## src/pkg/sdec_pkg.sv

```systemverilog
package sdec_pkg;
  // ----------------------------------------------------------------------
  // Conversion timing
  // ----------------------------------------------------------------------
  localparam int CLK_PERIOD_NS    = 10;
  localparam int MOD_DIV          = 6;
  localparam int DEC_RATIO        = 64;
  localparam int SYS_PER_CONV     = MOD_DIV * DEC_RATIO;
  localparam int FILT_ORDER       = 5;
  localparam int FIRST_VALID      = 6;
  localparam int SYNC_VALID       = 4;
  localparam int RESULT_READY_N_MAX_NS      = 60;
  localparam int RESULT_READY_N_LOW_CYC     = (RESULT_READY_N_MAX_NS / CLK_PERIOD_NS) - 1;
  localparam int WRITE_CYC        = 1;
  // ----------------------------------------------------------------------
  // Result format
  // ----------------------------------------------------------------------
  localparam int RES_W            = 20;
  localparam int ACC_W            = 32;
  localparam int SCALE_SHIFT      = 11;
  localparam logic [19:0] RES_RESET = 20'h00000;
  localparam logic [19:0] POS_FULL  = 20'h7ffff;
  localparam logic [19:0] NEG_FULL  = 20'h80000;
  localparam logic [2:0]  MODCNT_W3 = 3'h5;

  typedef enum logic [2:0] {
    SDEC_RUN  = 3'b001,
    SDEC_HOLD = 3'b010,
    SDEC_ARM  = 3'b100
  } sdec_state_t;
endpackage

```

## src/hdl/sdec_sinc5.sv

```systemverilog
`timescale 1ns/1ns
// Sinc^5 decimator: five integrators at the modulator rate, five combs at
// the output rate. Wrap-around arithmetic is exact as long as ACC_W holds
// the full gain of 64^5 (31 bits plus sign).
module sdec_sinc5 #(
  parameter int ACC_W = 32,
  parameter int ORDER = 5
) (
  // Clock and reset
  input  wire logic             i_clk,
  input  wire logic             i_rst,
  // Modulator side
  input  wire logic             i_bit_en,
  input  wire logic             i_bit,
  // Decimation strobe
  input  wire logic             i_dec_en,
  // Result
  output logic                  o_valid,
  output logic signed [ACC_W-1:0] o_data
);
  logic signed [ACC_W-1:0] integ [ORDER+1];
  logic signed [ACC_W-1:0] comb_in [ORDER+1];
  logic signed [ACC_W-1:0] dly [ORDER];

  // Bitstream maps to +1 / -1.
  assign integ[0] = i_bit ? ACC_W'(1) : -ACC_W'(1);

  genvar k;
  generate
    for (k = 0; k < ORDER; k++) begin : g_stage
      logic signed [ACC_W-1:0] acc;
      // Integrators run on every modulator tick; sync never clears them.
      always_ff @(posedge i_clk) begin
        if (i_rst) begin
          acc <= '0;
        end else if (i_bit_en) begin
          acc <= acc + integ[k];
        end
      end
      assign integ[k+1] = acc;
      // Comb differentiates against the value from one output period ago.
      always_ff @(posedge i_clk) begin
        if (i_rst) begin
          dly[k] <= '0;
        end else if (i_dec_en) begin
          dly[k] <= comb_in[k];
        end
      end
      assign comb_in[k+1] = comb_in[k] - dly[k];
    end
  endgenerate
  assign comb_in[0] = integ[ORDER];

  // Registered result, one cycle after the decimation strobe.
  always_ff @(posedge i_clk) begin
    if (i_rst) begin
      o_valid <= 1'b0;
      o_data  <= '0;
    end else begin
      o_valid <= i_dec_en;
      if (i_dec_en) begin
        o_data <= comb_in[ORDER];
      end
    end
  end
endmodule

```

## src/hdl/sdec_core.sv

```systemverilog
`timescale 1ns/1ns
// Function
// - Modulator tick is the system clock divided by six.
// - Filter is five cascaded length-64 moving averages, normalised by 64.
// - One result every 64 modulator ticks, that is 384 system clocks.
// - Step fully settles after five conversions, six if unaligned.
// - Linear phase; group delay is two and a half conversions.
// - Response is down 3 dB at 0.204 times the output rate.
// - Nulls at the output rate and all its integer multiples.
// - Each conversion loads the result register and pulls ready low.
// - After power-up the first pulse is invalid; the sixth is first valid.
// - Sync low clears the modulator count and holds it halted.
// - Rising edge of sync releases the modulator, counting aligned.
// - Sync does not clear filter state or the result register.
// - Sync after input change: the fifth conversion after release gives valid data.
// - A conversion interrupted by sync runs longer than normal.
// - Result register write completes within six system clocks.
// - Chip select falling after ready low returns ready high within six clocks.
// - Result is a 20-bit two's complement word, MSB first.
module sdec_core
  import sdec_pkg::*;
#(
  parameter int RES_BITS = sdec_pkg::RES_W
) (
  // Clock and reset
  input  wire logic                i_clk,
  input  wire logic                i_rst,
  // Modulator bitstream and sync pin
  input  wire logic                i_mod_bit,
  input  wire logic                i_modulator_sync_n,
  // Serial port handshake
  input  wire logic                i_cs_n,
  // Result towards the serial port
  output logic [RES_BITS-1:0]      o_result_output_reg,
  output logic                     o_result_ready_n,
  output logic                     o_result_valid,
  output logic                     o_mod_hold
);
  import sdec_pkg::*;

  // ----------------------------------------------------------------------
  // Pin synchronisers
  // ----------------------------------------------------------------------
  logic [2:0] sync_pipe;
  logic [2:0] cs_pipe;
  logic       sync_lvl;
  logic       cs_lvl;

  // Three stages; the level moves only when the last two agree.
  always_ff @(posedge i_clk) begin
    if (i_rst) begin
      sync_pipe <= 3'h7;
      cs_pipe   <= 3'h7;
    end else begin
      sync_pipe <= {sync_pipe[1:0], i_modulator_sync_n};
      cs_pipe   <= {cs_pipe[1:0], i_cs_n};
    end
  end

  always_ff @(posedge i_clk) begin
    if (i_rst) begin
      sync_lvl <= 1'b1;
      cs_lvl   <= 1'b1;
    end else begin
      if (sync_pipe[1] == sync_pipe[2]) begin
        sync_lvl <= sync_pipe[2];
      end
      if (cs_pipe[1] == cs_pipe[2]) begin
        cs_lvl <= cs_pipe[2];
      end
    end
  end

  wire sync_low  = (sync_pipe[1] == sync_pipe[2]) && !sync_pipe[2];
  wire cs_fall   = cs_lvl && (cs_pipe[1] == cs_pipe[2]) && !cs_pipe[2];

  // ----------------------------------------------------------------------
  // Modulator divider and sync hold
  // ----------------------------------------------------------------------
  sdec_state_t state;
  sdec_state_t next_state;
  logic [2:0]  div_cnt;
  logic [5:0]  mod_cnt;

  // Hold while sync is low; leave the hold on the rising edge.
  always_comb begin
    next_state = state;
    case (state)
      SDEC_RUN:  if (sync_low) next_state = SDEC_HOLD;
      SDEC_HOLD: begin
        // Both late stages must read high, so a lone glitch cannot release.
        if (sync_lvl == 1'b0 && sync_pipe[1] && sync_pipe[2]) begin
          next_state = SDEC_ARM;
        end
      end
      SDEC_ARM:  next_state = SDEC_RUN;
      default:   next_state = SDEC_RUN;
    endcase
  end

  always_ff @(posedge i_clk) begin
    if (i_rst) begin
      state <= SDEC_RUN;
    end else begin
      state <= next_state;
    end
  end

  wire running  = (state != SDEC_HOLD) && !sync_low;
  wire mod_tick = running && (div_cnt == 3'(MOD_DIV - 1));
  wire dec_tick = mod_tick && (mod_cnt == 6'(DEC_RATIO - 1));

  // Counts are cleared on sync; a conversion in progress therefore restarts
  // its 64 ticks and the interrupted period comes out longer.
  always_ff @(posedge i_clk) begin
    if (i_rst) begin
      div_cnt <= '0;
      mod_cnt <= '0;
    end else if (!running) begin
      div_cnt <= '0;
      mod_cnt <= '0;
    end else begin
      div_cnt <= mod_tick ? 3'h0 : div_cnt + 3'h1;
      if (mod_tick) begin
        mod_cnt <= mod_cnt + 6'h1;
      end
    end
  end

  // ----------------------------------------------------------------------
  // Filter
  // ----------------------------------------------------------------------
  logic                    filt_valid;
  logic signed [ACC_W-1:0] filt_data;
  logic                    dec_q;
  logic                    shift_q;

  // The comb samples one clock after the 64th tick, so that tick's bit lies
  // inside its own period. Entering the sync hold takes one extra comb sample
  // of the frozen integrators: the next real sample is then exactly 64 ticks
  // later, and the fifth result after release sees only post-sync history.
  wire sync_shift = (state == SDEC_RUN) && sync_low && !dec_q;
  wire comb_en    = dec_q || sync_shift;
  wire conv_done  = filt_valid && !shift_q;

  // The extra sample must not look like a finished conversion.
  always_ff @(posedge i_clk) begin
    if (i_rst) begin
      dec_q   <= 1'b0;
      shift_q <= 1'b0;
    end else begin
      dec_q   <= dec_tick;
      shift_q <= sync_shift;
    end
  end

  // Filter state is cleared only by reset; sync only takes one extra comb sample.
  sdec_sinc5 #(
    .ACC_W (ACC_W),
    .ORDER (FILT_ORDER)
  ) u_filt (
    .i_clk    (i_clk),
    .i_rst    (i_rst),
    .i_bit_en (mod_tick),
    .i_bit    (i_mod_bit),
    .i_dec_en (comb_en),
    .o_valid  (filt_valid),
    .o_data   (filt_data)
  );

  // Divide by 64^5 gain down to 20 bits, then clamp to avoid wrap at +FS.
  wire signed [ACC_W-1:0] scaled  = filt_data >>> SCALE_SHIFT;
  wire                    too_pos = scaled > $signed({{(ACC_W-RES_BITS){1'b0}}, POS_FULL});
  wire                    too_neg = scaled < $signed({{(ACC_W-RES_BITS){1'b1}}, NEG_FULL});
  wire [RES_BITS-1:0]     clamped = too_pos ? POS_FULL :
                                    too_neg ? NEG_FULL : scaled[RES_BITS-1:0];

  // ----------------------------------------------------------------------
  // Result register, ready strobe and validity
  // ----------------------------------------------------------------------
  logic [2:0] result_ready_n_cnt;
  logic [2:0] conv_cnt;

  always_ff @(posedge i_clk) begin
    if (i_rst) begin
      o_result_output_reg <= RES_RESET;
    end else if (conv_done) begin
      o_result_output_reg <= clamped;
    end
  end

  // Ready goes low with the new word; a select edge or timeout ends it.
  always_ff @(posedge i_clk) begin
    if (i_rst) begin
      o_result_ready_n <= 1'b1;
      result_ready_n_cnt         <= '0;
    end else if (conv_done) begin
      o_result_ready_n <= 1'b0;
      result_ready_n_cnt         <= 3'(RESULT_READY_N_LOW_CYC);
    end else if (!o_result_ready_n && (cs_fall || result_ready_n_cnt == 3'h0)) begin
      o_result_ready_n <= 1'b1;
    end else if (result_ready_n_cnt != 3'h0) begin
      result_ready_n_cnt <= result_ready_n_cnt - 3'h1;
    end
  end

  // Validity: after reset the sixth result is the first clean one; after a
  // sync the filter history restarts, so the fifth result counts again.
  always_ff @(posedge i_clk) begin
    if (i_rst) begin
      conv_cnt       <= '0;
      o_result_valid <= 1'b0;
    end else if (state == SDEC_ARM) begin
      conv_cnt       <= 3'(FIRST_VALID - SYNC_VALID - 1);
      o_result_valid <= 1'b0;
    end else if (conv_done) begin
      if (conv_cnt != 3'(FIRST_VALID - 1)) begin
        conv_cnt <= conv_cnt + 3'h1;
      end
      o_result_valid <= (conv_cnt == 3'(FIRST_VALID - 1));
    end
  end

  always_ff @(posedge i_clk) begin
    if (i_rst) begin
      o_mod_hold <= 1'b0;
    end else begin
      o_mod_hold <= !running;
    end
  end

  // ----------------------------------------------------------------------
  // Checks
  // ----------------------------------------------------------------------
  chk_result_period: assert property (@(posedge i_clk) disable iff (i_rst)
    (dec_tick && running) |=> (!dec_tick)[*8])
    else $error("Conversions too close together.");
  chk_ready_pulse: assert property (@(posedge i_clk) disable iff (i_rst)
    conv_done |=> !o_result_ready_n && o_result_output_reg == $past(clamped))
    else $error("Result not loaded with ready low.");
  chk_ready_width: assert property (@(posedge i_clk) disable iff (i_rst)
    $fell(o_result_ready_n) |-> ##[1:6] o_result_ready_n)
    else $error("Ready low for too long.");
  chk_hold_count: assert property (@(posedge i_clk) disable iff (i_rst)
    sync_low |=> div_cnt == 3'h0 && mod_cnt == 6'h0)
    else $error("Counts not cleared during sync.");
  chk_mod_div: assert property (@(posedge i_clk) disable iff (i_rst)
    mod_tick |=> !mod_tick[*5])
    else $error("Modulator tick faster than one in six.");
  chk_no_wrap: assert property (@(posedge i_clk) disable iff (i_rst)
    conv_done && too_pos |=> o_result_output_reg == POS_FULL)
    else $error("Positive overflow wrapped.");
  chk_reg_kept: assert property (@(posedge i_clk) disable iff (i_rst)
    !conv_done |=> $stable(o_result_output_reg))
    else $error("Result register changed without conversion.");
  chk_first_valid: assert property (@(posedge i_clk) disable iff (i_rst)
    o_result_valid && !$past(o_result_valid) |-> !o_result_ready_n)
    else $error("Validity rose away from a ready pulse.");
endmodule

```

## config.mk

```make
export PLATFORM = sky130hd
export DESIGN_NAME = sdec_core
export DESIGN_NICKNAME = d
export VERILOG_FILES = /design/src/pkg/sdec_pkg.sv /design/src/hdl/sdec_sinc5.sv /design/src/hdl/sdec_core.sv
export SDC_FILE = /design/constraint.sdc
export NUM_CORES = 1
export LEC_CHECK = 0
export BUFFER_PORTS_ARGS = -buffer_cell sky130_fd_sc_hd__buf_2
export CELL_PAD_IN_SITES_DETAIL_PLACEMENT = 0
export CELL_PAD_IN_SITES_GLOBAL_PLACEMENT = 1
export CORE_AREA = 5 5 244 246
export CTS_CLUSTER_SIZE = 40
export DETAILED_ROUTE_END_ITERATION = 8
export DIE_AREA = 0 0 249 251
export GPL_ROUTABILITY_DRIVEN = 0
export PLACE_DENSITY = 0.84
export SLEW_MARGIN = 40
export SYNTH_ARGS = -nofsm -noshare
export SYNTH_HDL_FRONTEND = slang
export SYNTH_SLANG_ARGS = --single-unit
export TNS_END_PERCENT = 5
```

## constraint.sdc

```tcl
create_clock -name i_clk -period 11.4 [get_ports i_clk]
set_input_delay 3.42 -clock i_clk [delete_from_list [all_inputs] [get_ports i_clk]]
set_output_delay 3.42 -clock i_clk [all_outputs]
set_load 0.01 [all_outputs]
```

==> results.yml <==
clocking:
  numCtsBuffers: 46
  cts_tree: "done"
  htreeDepth: 2
  clockRootBuffer: "clkbuf_16"
  cts_setup_buffers: 0
  path_clk_slew_ps: 60
  cts_buffer_depth: 3
  ctsHoldBuffers: 0
  cts.sink_count: 393
  post_cts_resized: 0
  clkLatencyLatePin_ps: 580
synth:
  synth_fp_nets: 3640
  avgSynthCellArea_um2: 8.553
  syn_area_um2: 28310
  synth_edf_count: 160
  synthCells: 3310
  ys_types: 89
  yosysSeqAreaShare_pct: 33.45
  ys_warn_count: 0
  ys.flop_type: "dfxtp_1"
  ys_ff_latch: 393
  async_reset_ff_share_pct: 0
sta:
  period_share_pct: 81.85
  skew_ps: 14.52
  fin_setup_tns_ps: 0
  tightest_slew_ps: 782.9
  rsz0062_at_grt: "false"
  fin_hold_ws_ps: 417.0
  period_minus_slack_ps: 9331
  final-max-slew-violation-count: 0
  timing.fmax_ghz: 0.1072
  slew_headroom_pct: 46.46
  finalSetupViolCount: 0
  setup_ws_ps: 2069
  hold_viol: 0
die:
  initial_core_util_pct: 49.54
  ioPinCount: 28
  die_h_um: 251
  row_count: 88
  dieArea_um2: 62500
  die_w_um: 249
  coreArea_um2: 57140
placed_design:
  detailed_place_hpwl_mm: 41.64
  portBuffers: 27
  place_ws_ps: 2139
  dpl_cell_area_um2: 29250
routing:
  drt_iter0_markers: 860
  wl_per_cell_um: 13.83
  routed_via_density: 5.450
  drtPass1Iterations: 5
  route.detailed.drc: 0
  via_count: 22428
  antenna_left: 0
  wl_mm: 56.92
grt:
  globalRouteTotalUtil_pct: 17.79
  first_global_vias: 22266
  overflow: 0
  grt_pass1_wl_mm: 98.80
  antenna_found_initial: 0
  grt_max_degree: 148
final_layout:
  drive_gt1_share_pct: 5.194
  antenna_cells: 0
  reg_top3: "u_filt.dly (160), u_filt.g_stage.acc (160), u_filt.o_data (21)"
  final_area_um2: 30780
  synthToLayoutAreaGrowth_pct: 8.733
  layout_commonest_cell: "nand2_1"
  mostFrequentLayoutCells: "372 x nand2_1, 348 x a21oi_1, 316 x ha_1, 237 x inv_1, 233 x dfxtp_1"
  finalNetCount: 3643
power_and_ir_drop:
  total_power_mw: 4.781
  max-vdd-ir-drop_uv: 107.6
  power_density_nw_per_um2: 155.3
  p_leak_nw: 13.42
critical_path:
  arrival_ps: 9780
  crit_type: "reg -> reg"
  crit_fanout: 6
  critPathCaptureType: "flop"
  cpMostUsedCell: "a21oi_1"
  max_stage_delay_ps: 410
  crit_slowest_cell: "fa_1"
  worstPathRequired_ps: 11850
  worstSetupStartpointType: "flop"
min_path:
  hold_class: "reg -> reg"
run_status:
  status: "complete, no violations"
job:
  maxCapViolCount: 0
[Yosys cell counts, types with 78 or more instances]
| master | count | share of area [%] |
|---|---|---|
| a21o_1 | 129 | 3.4 |
| a21oi_1 | 348 | 6.2 |
| and2_1 | 159 | 3.5 |
| clkbuf_1 | 78 | 1.0 |
| dfxtp_1 | 233 | 16 |
| edfxtp_1 | 160 | 17 |
| ha_1 | 316 | 14 |
| inv_1 | 239 | 3.2 |
| nand2_1 | 372 | 4.9 |
| nor2_1 | 207 | 2.7 |
| o21ai_0 | 152 | 2.7 |
| xnor2_1 | 156 | 4.8 |
| xor2_1 | 99 | 3.1 |
[logic make-up after synthesis]
family                   after synthesis  share of synthesized area, %
XOR/XNOR                             255                         7.889
buffers and inverters                325                         4.309
AND/OR/NAND/NOR                     1066                         18.25
multiplexers                           6                        0.2166
adder cells (fa/ha/maj)              325                         14.60
flip-flops                           393                         33.45
AO/OA/AOI/OAI                        940                         21.28
[metrics by stage]
| stage | utilization [%] | cells |
|---|---|---|
| after floorplan | - | 3310 |
| after global placement | 51.12 | 4029 |
| after detailed placement | 51.18 | 4030 |
| after CTS | 53.83 | 4115 |
| after global routing | 53.87 | 4115 |
| final | 53.87 | 4115 |
[path summary, 6_finish.rpt]
check	slack, ps	depth (start not counted)	end	from
setup / recovery	2070	43	u_filt.o_data[31]$_SDFFE_PP0P_	u_filt.g_stage[4].acc[0]$_SDFFE_PP0P_
hold / removal	420	1	sync_pipe[1]$_SDFF_PP1_	sync_pipe[0]$_SDFF_PP1_
setup reg to reg	2070	43	u_filt.o_data[31]$_SDFFE_PP0P_	u_filt.g_stage[4].acc[0]$_SDFFE_PP0P_
hold reg to reg	420	1	sync_pipe[1]$_SDFF_PP1_	sync_pipe[0]$_SDFF_PP1_
[critical path, delay by kind of cell (launching register included)]
kind / cells / cell delay (ps)
DFF: 1 / 320
adders and majority gates: 6 / 1970
xor gates and xnor gates: 6 / 930
AOI/OAI and AO/OA: 26 / 5440
buffers and inverters: 2 / 130
and+or+nand+nor: 3 / 380
[per-layer routing]
layer	GRT usage [%]	share of wire, %	vias to the layer above
li1	-	-	11760
met1	20.45	44	10290
met2	34.23	51	260
met3	1.966	2.2	118
met4	6.117	3.1	0
met5	0	0	-
[power by group]
part           switching (mW)  total, mW  internal, mW
logic                    1.01       1.80         0.791
registers              0.0127       1.51          1.49
clock network           0.598       1.47         0.873
total                    1.62       4.78          3.16
[area by class of cell]
| type | count | area [um^2] |
|---|---|---|
| Timing Repair Buffer | 40 | 265.3 |
| Clock buffer | 58 | 1299 |
| Sequential cell | 393 | 9469 |
| Clock inverter | 27 | 215.2 |
| Inverter | 240 | 909.6 |
| Multi-Input combinational cell | 2592 | 17670 |
| Fill cell | 5111 | 26360 |
| Tap cell | 765 | 957.2 |
No activity file was read; power rests on OpenSTA's default activity.
